==> config.mk <==
export PLATFORM = sky130hd
export DESIGN_NAME = sram_host
export DESIGN_NICKNAME = d
export VERILOG_FILES = /design/src/pkg/sram_host_pkg.sv /design/src/sram_host.sv
export SDC_FILE = /design/constraint.sdc
export NUM_CORES = 1
export LEC_CHECK = 0
export ABC_AREA = 1
export BUFFER_PORTS_ARGS = -buffer_cell sky130_fd_sc_hd__buf_2
export CORE_MARGIN = 8
export CORE_UTILIZATION = 50
export CTS_BUF_LIST = sky130_fd_sc_hd__clkbuf_2
export CTS_CLUSTER_DIAMETER = 30
export DETAILED_ROUTE_END_ITERATION = 8
export PLACE_DENSITY = 0.81
export SETUP_SLACK_MARGIN = 0.5
export SLEW_MARGIN = 10
export SYNTH_ARGS = -nofsm -noshare
export SYNTH_HDL_FRONTEND = slang
export SYNTH_SLANG_ARGS = --single-unit
==> constraint.sdc <==
create_clock -name core_clk -period 2.9 [get_ports core_clk]
set_input_delay 0.58 -clock core_clk [delete_from_list [all_inputs] [get_ports core_clk]]
set_output_delay 0.58 -clock core_clk [all_outputs]
set_load 0.1 [all_outputs]
==> src/pkg/sram_host_pkg.sv <==
// package for the static memory host controller: pin groups, commands, timing
package sram_host_pkg;

  localparam int ADDR_W = 21;  // 20 word bits plus low byte bit in 8-bit mode
  localparam int DATA_W = 16;

  // timing in ns for the faster speed grade
  localparam int CLK_PERIOD_NS   = 4;
  localparam int T_RC_NS         = 45;  // read cycle time
  localparam int T_AA_NS         = 45;  // address to data valid
  localparam int T_WC_NS         = 45;  // write cycle time
  localparam int T_PWE_NS        = 35;  // strobe low pulse
  localparam int T_HZWE_NS       = 18;  // strobe_to_float_delay
  localparam int T_SD_NS         = 25;  // data_setup_to_end
  localparam int T_HD_NS         = 0;   // data hold after write end
  localparam int T_HZOE_NS       = 18;  // output enable high to float

  // least times round up to whole cycles
  localparam int RD_CYC   = (T_AA_NS + CLK_PERIOD_NS - 1) / CLK_PERIOD_NS;
  localparam int FLT_CYC  = (T_HZWE_NS + CLK_PERIOD_NS - 1) / CLK_PERIOD_NS;
  localparam int SD_CYC   = (T_SD_NS + CLK_PERIOD_NS - 1) / CLK_PERIOD_NS;
  localparam int PWE_MIN  = (T_PWE_NS + CLK_PERIOD_NS - 1) / CLK_PERIOD_NS;
  localparam int PWE_CYC  = (FLT_CYC + SD_CYC > PWE_MIN) ? FLT_CYC + SD_CYC : PWE_MIN;
  localparam int HZOE_CYC = (T_HZOE_NS + CLK_PERIOD_NS - 1) / CLK_PERIOD_NS;
  localparam int RC_CYC   = (T_RC_NS + CLK_PERIOD_NS - 1) / CLK_PERIOD_NS;
  localparam int WC_CYC   = (T_WC_NS + CLK_PERIOD_NS - 1) / CLK_PERIOD_NS;
  localparam int HOLD_CYC = (T_HD_NS + CLK_PERIOD_NS - 1) / CLK_PERIOD_NS + 1;
  localparam int CNT_W    = 6;

  // user request
  typedef struct packed {
    logic              write;
    logic [ADDR_W-1:0] addr;
    logic [DATA_W-1:0] wdata;
    logic [1:0]        lane_en;  // bit1 upper, bit0 lower, active high
  } req_s;

  // user answer
  typedef struct packed {
    logic [DATA_W-1:0] rdata;
    logic              corrected;
  } rsp_s;

  // control pins toward the memory
  typedef struct packed {
    logic first_select_n;
    logic second_select_high;
    logic write_strobe_n;
    logic output_enable_n;
    logic upper_lane_enable_n;
    logic lower_lane_enable_n;
  } ctl_s;

  localparam ctl_s CTL_IDLE = '{1'b1, 1'b0, 1'b1, 1'b1, 1'b1, 1'b1};

endpackage

==> src/sram_host.sv <==
// host controller driving an asynchronous static memory with error flag
`timescale 1ns/1ps
module sram_host #(
  parameter int ADDR_W = sram_host_pkg::ADDR_W,
  parameter int DATA_W = sram_host_pkg::DATA_W
) (
  input  wire logic                      core_clk,
  input  wire logic                      rst_n,
  input  wire logic                      wide_mode,
  input  wire logic                      req_valid,
  output logic                           req_ready,
  input  wire sram_host_pkg::req_s       req,
  output logic                           rsp_valid,
  output sram_host_pkg::rsp_s            rsp,
  output logic [19:0]                    mem_addr,
  output logic                           mem_byte_addr,
  output sram_host_pkg::ctl_s            mem_ctl,
  input  wire logic [DATA_W-1:0]         mem_data_in,
  output logic [DATA_W-1:0]              mem_data_out,
  output logic [1:0]                     mem_data_oe,
  input  wire logic                      mem_err_in
);

  typedef enum logic [2:0] {
    ST_IDLE  = 3'b000,
    ST_RSET  = 3'b001,
    ST_READ  = 3'b010,
    ST_WSET  = 3'b011,
    ST_WLOW  = 3'b100,
    ST_WHOLD = 3'b101,
    ST_GAP   = 3'b110
  } state_e;

  localparam logic [5:0] RD_N   = 6'(sram_host_pkg::RD_CYC);
  localparam logic [5:0] PWE_N  = 6'(sram_host_pkg::PWE_CYC);
  localparam logic [5:0] FLT_N  = 6'(sram_host_pkg::FLT_CYC);
  localparam logic [5:0] HOLD_N = 6'(sram_host_pkg::HOLD_CYC);
  localparam logic [5:0] GAP_N  = 6'(sram_host_pkg::HZOE_CYC);

  state_e                   state_r, state_nxt;
  logic [5:0]               cnt_r, cnt_nxt;
  sram_host_pkg::req_s      req_r, req_nxt;
  sram_host_pkg::ctl_s      ctl_r, ctl_nxt;
  logic [1:0]               oe_r, oe_nxt;
  logic                     rv_r, rv_nxt;
  sram_host_pkg::rsp_s      rsp_r, rsp_nxt;
  logic [1:0]               ln_r;

  // lane enables for the current request, active high
  function automatic logic [1:0] lanes(input sram_host_pkg::req_s r, input logic wide);
    if (wide) begin
      lanes = r.lane_en;
    end else begin
      lanes = 2'b01;
    end
  endfunction

  // lanes of the latched request, indexed bit by bit below
  assign ln_r = lanes(req_r, wide_mode);

  ////////////////////////////////////////////////////////////////////////////
  // sequencer next state
  always_comb begin
    state_nxt = state_r;
    cnt_nxt   = cnt_r;
    req_nxt   = req_r;
    ctl_nxt   = ctl_r;
    oe_nxt    = oe_r;
    rv_nxt    = 1'b0;
    rsp_nxt   = rsp_r;
    case (state_r)
      ST_IDLE: begin
        ctl_nxt = sram_host_pkg::CTL_IDLE;
        if (req_valid && lanes(req, wide_mode) != 2'b00) begin
          req_nxt = req;
          cnt_nxt = '0;
          // address goes out one cycle before selects rise
          state_nxt = req.write ? ST_WSET : ST_RSET;
        end
      end
      ST_RSET: begin
        ctl_nxt.first_select_n      = 1'b0;
        ctl_nxt.second_select_high  = 1'b1;
        ctl_nxt.write_strobe_n      = 1'b1;
        ctl_nxt.output_enable_n     = 1'b0;
        ctl_nxt.upper_lane_enable_n = ~ln_r[1];
        ctl_nxt.lower_lane_enable_n = ~ln_r[0];
        cnt_nxt   = '0;
        state_nxt = ST_READ;
      end
      ST_READ: begin
        cnt_nxt = cnt_r + 6'h01;
        if (cnt_r == RD_N) begin
          // data and flag sampled together after access time
          rsp_nxt.rdata     = mem_data_in;
          rsp_nxt.corrected = mem_err_in;
          if (!ln_r[1]) begin
            rsp_nxt.rdata[15:8] = 8'h00;
          end
          if (!ln_r[0]) begin
            rsp_nxt.rdata[7:0] = 8'h00;
          end
          rv_nxt    = 1'b1;
          ctl_nxt   = sram_host_pkg::CTL_IDLE;
          cnt_nxt   = '0;
          state_nxt = ST_GAP;
        end
      end
      ST_WSET: begin
        ctl_nxt.first_select_n      = 1'b0;
        ctl_nxt.second_select_high  = 1'b1;
        ctl_nxt.output_enable_n     = 1'b1;
        ctl_nxt.upper_lane_enable_n = ~ln_r[1];
        ctl_nxt.lower_lane_enable_n = ~ln_r[0];
        ctl_nxt.write_strobe_n      = 1'b0;
        cnt_nxt   = '0;
        state_nxt = ST_WLOW;
      end
      ST_WLOW: begin
        cnt_nxt = cnt_r + 6'h01;
        // drive data only after the memory's outputs have floated
        if (cnt_r + 6'h01 == FLT_N) begin
          oe_nxt = lanes(req_r, wide_mode);
        end
        if (cnt_r + 6'h01 == PWE_N) begin
          ctl_nxt.write_strobe_n = 1'b1;
          cnt_nxt   = '0;
          state_nxt = ST_WHOLD;
        end
      end
      ST_WHOLD: begin
        // data held past the strobe edge that ends the write
        cnt_nxt = cnt_r + 6'h01;
        if (cnt_r + 6'h01 == HOLD_N) begin
          oe_nxt    = 2'b00;
          ctl_nxt   = sram_host_pkg::CTL_IDLE;
          cnt_nxt   = '0;
          state_nxt = ST_GAP;
        end
      end
      ST_GAP: begin
        // recovery so the memory floats before the next access
        cnt_nxt = cnt_r + 6'h01;
        if (cnt_r + 6'h01 == GAP_N) begin
          state_nxt = ST_IDLE;
        end
      end
      default: begin
        state_nxt = ST_IDLE;
        ctl_nxt   = sram_host_pkg::CTL_IDLE;
        oe_nxt    = 2'b00;
      end
    endcase
  end

  ////////////////////////////////////////////////////////////////////////////
  // sequencer registers
  always_ff @(posedge core_clk) begin
    if (!rst_n) begin
      state_r <= ST_IDLE;
      cnt_r   <= '0;
      req_r   <= '0;
      ctl_r   <= sram_host_pkg::CTL_IDLE;
      oe_r    <= 2'b00;
      rv_r    <= 1'b0;
      rsp_r   <= '0;
    end else begin
      state_r <= state_nxt;
      cnt_r   <= cnt_nxt;
      req_r   <= req_nxt;
      ctl_r   <= ctl_nxt;
      oe_r    <= oe_nxt;
      rv_r    <= rv_nxt;
      rsp_r   <= rsp_nxt;
    end
  end

  ////////////////////////////////////////////////////////////////////////////
  // pin and user outputs
  assign req_ready     = (state_r == ST_IDLE);
  assign rsp_valid     = rv_r;
  assign rsp           = rsp_r;
  assign mem_ctl       = ctl_r;
  assign mem_addr      = wide_mode ? req_r.addr[19:0] : req_r.addr[20:1];
  assign mem_byte_addr = wide_mode ? 1'b0 : req_r.addr[0];
  assign mem_data_out  = req_r.wdata;
  assign mem_data_oe   = oe_r;

  ////////////////////////////////////////////////////////////////////////////
  // checks
  property p_strobe_high_read;
    @(posedge core_clk) disable iff (!rst_n)
      (state_r == ST_READ) |-> mem_ctl.write_strobe_n;
  endproperty
  a_strobe_high_read: assert property (p_strobe_high_read) else $error("strobe low in read");

  property p_no_drive_while_oe;
    @(posedge core_clk) disable iff (!rst_n)
      (mem_data_oe != 2'b00) |-> (mem_ctl.output_enable_n && !mem_ctl.write_strobe_n || state_r == ST_WHOLD);
  endproperty
  a_no_drive_while_oe: assert property (p_no_drive_while_oe) else $error("data driven against memory");

  property p_pulse_width;
    @(posedge core_clk) disable iff (!rst_n)
      $fell(mem_ctl.write_strobe_n) |-> !mem_ctl.write_strobe_n [*8] ##1 !mem_ctl.write_strobe_n [*4];
  endproperty
  a_pulse_width: assert property (p_pulse_width) else $error("strobe pulse too short");

  property p_data_hold;
    @(posedge core_clk) disable iff (!rst_n)
      $rose(mem_ctl.write_strobe_n) |-> (mem_data_oe != 2'b00);
  endproperty
  a_data_hold: assert property (p_data_hold) else $error("data dropped at write end");

  property p_addr_before_select;
    @(posedge core_clk) disable iff (!rst_n)
      $fell(mem_ctl.first_select_n) |-> $stable(mem_addr);
  endproperty
  a_addr_before_select: assert property (p_addr_before_select) else $error("address moved at select");

  property p_write_qualified;
    @(posedge core_clk) disable iff (!rst_n)
      !mem_ctl.write_strobe_n |-> (!mem_ctl.first_select_n && mem_ctl.second_select_high &&
        !(mem_ctl.upper_lane_enable_n && mem_ctl.lower_lane_enable_n));
  endproperty
  a_write_qualified: assert property (p_write_qualified) else $error("strobe without qualifiers");

  property p_narrow_lane;
    @(posedge core_clk) disable iff (!rst_n)
      (!wide_mode && state_r == ST_WLOW) |-> (mem_ctl.upper_lane_enable_n && mem_data_oe[1] == 1'b0);
  endproperty
  a_narrow_lane: assert property (p_narrow_lane) else $error("upper lane used in narrow mode");

  property p_read_answer;
    @(posedge core_clk) disable iff (!rst_n)
      (state_r == ST_RSET) |-> ##14 rsp_valid;
  endproperty
  a_read_answer: assert property (p_read_answer) else $error("read answer late");

endmodule
==> summary.md <==
| Metric | Value |
|---|---|
| Status | `finished, final reports clean` |
| Seq/Total Area, Yosys | `0.432` |
| Clock transition at the registers of the reported paths | `0.23 ns` |
| Initial antenna violation count | `0` |
| PwrDens | `1140 nW/µm²` |
| Max-cap violations | `0` |
| CTS buffer count | `9` |
| Commonest cells after routing, fill and taps aside | `buf_2 (119), nor2_1 (75), nand2_1 (74), dfxtp_1 (74), o21ai_0 (44)` |
| Final worst path period share | `0.797` |
| GRT overflow | `0` |
| Slew HR | `0.393` |
| Slowest cell on crit path | `buf_2` |
| Worst Setup SP | `wide_mode` |
| CP peak stage delay | `0.44 ns` |
| Avg WL per Cell | `13.9 µm` |
| Total Die Area | `9770 µm²` |
| Commonest non-fill, non-tap cell in the layout | `buf_2` |
| Endpoint type of the worst setup path | `output pin` |
| CTS root buf | `clkbuf_2` |
| Slew @ Worst Pin | `between 0.9 and 1 ns` |
| Clock Latency Late Sink | `0.51 ns` |
| Hold Violations, Final | `0` |
| Fmax achieved | `433 MHz` |
| Post-Syn Area | `3430 µm²` |
| Overall Global Routing Usage | `0.184` |
| Detailed Place HPWL | `6780 µm` |
| Min Tclk post-route | `between 2 and 2.5 ns` |
| Number of setup violations in the final report | `0` |
| Hold Buf Count CTS | `0` |
| # rows | `30` |
| Mapped Nets | `535` |
| Setup Crit Path Kind | `input port to output pin` |
| Final TNS setup | `0 ns` |
| Mapped Cells | `471` |
| Drt initial violations | `180` |
| Core Area | `~6700 µm²` |
| Hold_sp | `req[11]` |
| Total power | `4.71 mW` |
| Vias | `3369` |
| H-tree depth | `3` |
| WP data arrival | `1.73 ns` |
| Synth cell types | `31` |
| Initial core utilization | `0.511` |
| Share of cells above drive strength 1 | `0.313` |
| TritonCTS clock tree | `built` |
| Via/cell ratio | `a little over 5` |
| Filler cell count | `between 600 and 700` |
| Yosys warnings | `0` |
| Antenna viol nets, final | `0` |
| Most frequent CP cell | `buf_2` |
| WP data required | `2.32 ns` |
| Port bufs | `124` |
| First-pass GRT wire length | `~15000 µm` |
| CP Launch Type | `input port` |
| CTS Buffer Depth | `2` |
| Syn_area_per_cell | `around 7.3 µm²` |
| Reg-to-reg startpoint | `cnt_r[0]$_SDFFE_PN0P_` |
| Post-Route Utilization | `0.614` |
| Chip width | `98.8 µm` |
| Synth Register Bits | `74` |
| Hold Crit Class | `input port to register` |
| Largest net degree at the start of global routing | `46` |
| Die Ht | `98.8 µm` |
| Final Skew | `0.0226 ns` |
| Clock sinks | `74` |
| Final Wtd Congestion | `roughly 0.89` |
| Slew Limit Fails | `0` |
| Drt pass-1 iters | `5` |
| Drt total wl | `~9100 µm` |
| Leakage | `between 1.5 and 2 nW` |
| ANT cells | `0` |
| Peak VDD IR | `0.000993 V` |
| Vias in the first global route | `3197` |
| WP buf/inv | `4` |
| Worst-path cell chain | `buf_2 > inv_1 > buf_4 > nand2_1 > o21ai_1 > buf_2` |
| RSZ-0062 raised after global routing | `false` |
| DRC viols | `0` |
| Io pins | `125` |
| Crit-path leading delay family | `buffers and inverters` |
| CP Max Fanout | `13` |
| Postcts setup bufs | `0` |
| Nets | `635` |
| Layout area overhead | `20.3%` |
[kinds of logic (layout without fill, tap and decap cells)]
| group | count (synthesis) | count (layout) | share of synthesized area |
|---|---|---|---|
| AO/OA/AOI/OAI | 111 | 111 | 0.167 |
| XOR/XNOR | 3 | 3 | 0.00766 |
| adder cells (fa/ha/maj) | 3 | 3 | 0.0109 |
| buffers and inverters | 76 | 181 | 0.111 |
| flip-flops | 74 | 74 | 0.432 |
| AND/OR/NAND/NOR | 204 | 204 | 0.271 |
[worst paths after layout]
path	end	slack (ns)	depth (start not counted)
hold / removal	mem_data_out[9]$_SDFFE_PN0P_	0.27	3
hold reg to reg	rsp[15]$_SDFFE_PN0P_	0.48	2
setup / recovery	mem_addr[8]	0.59	6
setup reg to reg	state_r[2]$_SDFFE_PN0P_	0.92	10
[Yosys cell counts]
| library cell | n | share of area |
|---|---|---|
| ha_1 | 3 | 0.011 |
| o31ai_1 | 1 | 0.0022 |
| nor3_1 | 1 | 0.0015 |
| dfxtp_1 | 74 | 0.43 |
| buf_6 | 2 | 0.0066 |
| o21bai_2 | 1 | 0.0033 |
| xor2_1 | 2 | 0.0051 |
| o21ai_1 | 3 | 0.0044 |
| clkbuf_1 | 12 | 0.013 |
| nor3_2 | 2 | 0.0058 |
| a21oi_1 | 40 | 0.058 |
| nand3_1 | 30 | 0.044 |
| inv_4 | 1 | 0.0018 |
| nand3_2 | 3 | 0.0088 |
| xnor2_1 | 1 | 0.0026 |
| o21ai_0 | 63 | 0.092 |
| o211ai_1 | 1 | 0.0022 |
| a21boi_0 | 1 | 0.0022 |
| nand4_1 | 5 | 0.0091 |
| nor2_2 | 3 | 0.0055 |
| nor2_4 | 5 | 0.016 |
| nor2_8 | 2 | 0.012 |
| nand2_2 | 2 | 0.0036 |
| buf_4 | 18 | 0.039 |
| a22o_2 | 1 | 0.0029 |
| inv_1 | 26 | 0.028 |
| buf_2 | 8 | 0.012 |
| nor2_1 | 77 | 0.084 |
| buf_1 | 1 | 0.0011 |
| inv_2 | 8 | 0.0088 |
| nand2_1 | 74 | 0.081 |
[metal layers]
| metal | global-route usage | vias to the layer above | part of all wire |
|---|---|---|---|
| met5 | 0 | - | 0 |
| met1 | 0.218 | 1521 | 0.44 |
| met3 | 0.0634 | 16 | 0.071 |
| met4 | 0.0673 | 0 | 0.016 |
| met2 | 0.300 | 122 | 0.48 |
| li1 | - | 1710 | - |
[tightest hold or removal path, stage by stage]
cell	delay [ns]
buf_2	0.08
nor2_1	0.03
nor2_1	0.08
[area by class of cell]
cell class,count,area [µm²],share of cell area
well taps,80,100,0.0242
clock buffers,9,45.0,0.0109
multi-input cells,321,1590,0.385
inverters,35,134,0.0324
flip-flops and latches,74,1480,0.359
repair buffers,130,678,0.164
clock inverters,7,100,0.0242
[power by group]
part           total (mW)  leakage [nW]  switching [mW]  internal, mW
registers            1.39         0.606           0.150          1.24
logic                2.64          1.27            2.17         0.474
clock network       0.677        0.0873           0.382         0.295
total                4.71          1.97            2.70          2.01
[state kept, by name, summed over array words and instances (netlist names)]
signal        count
rsp              17
mem_data_out     16
cnt_r             6
mem_data_oe       2
state_r           3
req_r            23
mem_ctl           6
rsp_valid         1
[per-stage QoR]
step	std cells	hold slack, ns	area [µm²]	setup slack [ns]
3_5_place_dp	640	0.453	3970	0.582
2_1_floorplan	471	0.445	3450	0.119
4_1_cts	656	0.229	4120	0.578
3_3_place_gp	640	0.448	3970	0.620
6_report	656	0.268	4130	0.588
5_1_grt	656	0.212	4130	0.501
[timing repair]
item	4_1_cts	5_1_grt
gates cloned	0	0
endpoints found under the setup margin	1	4
endpoints found under the hold margin	0	0
gates resized for setup	1	4
Note: power is estimated with default switching activity, not from simulation.
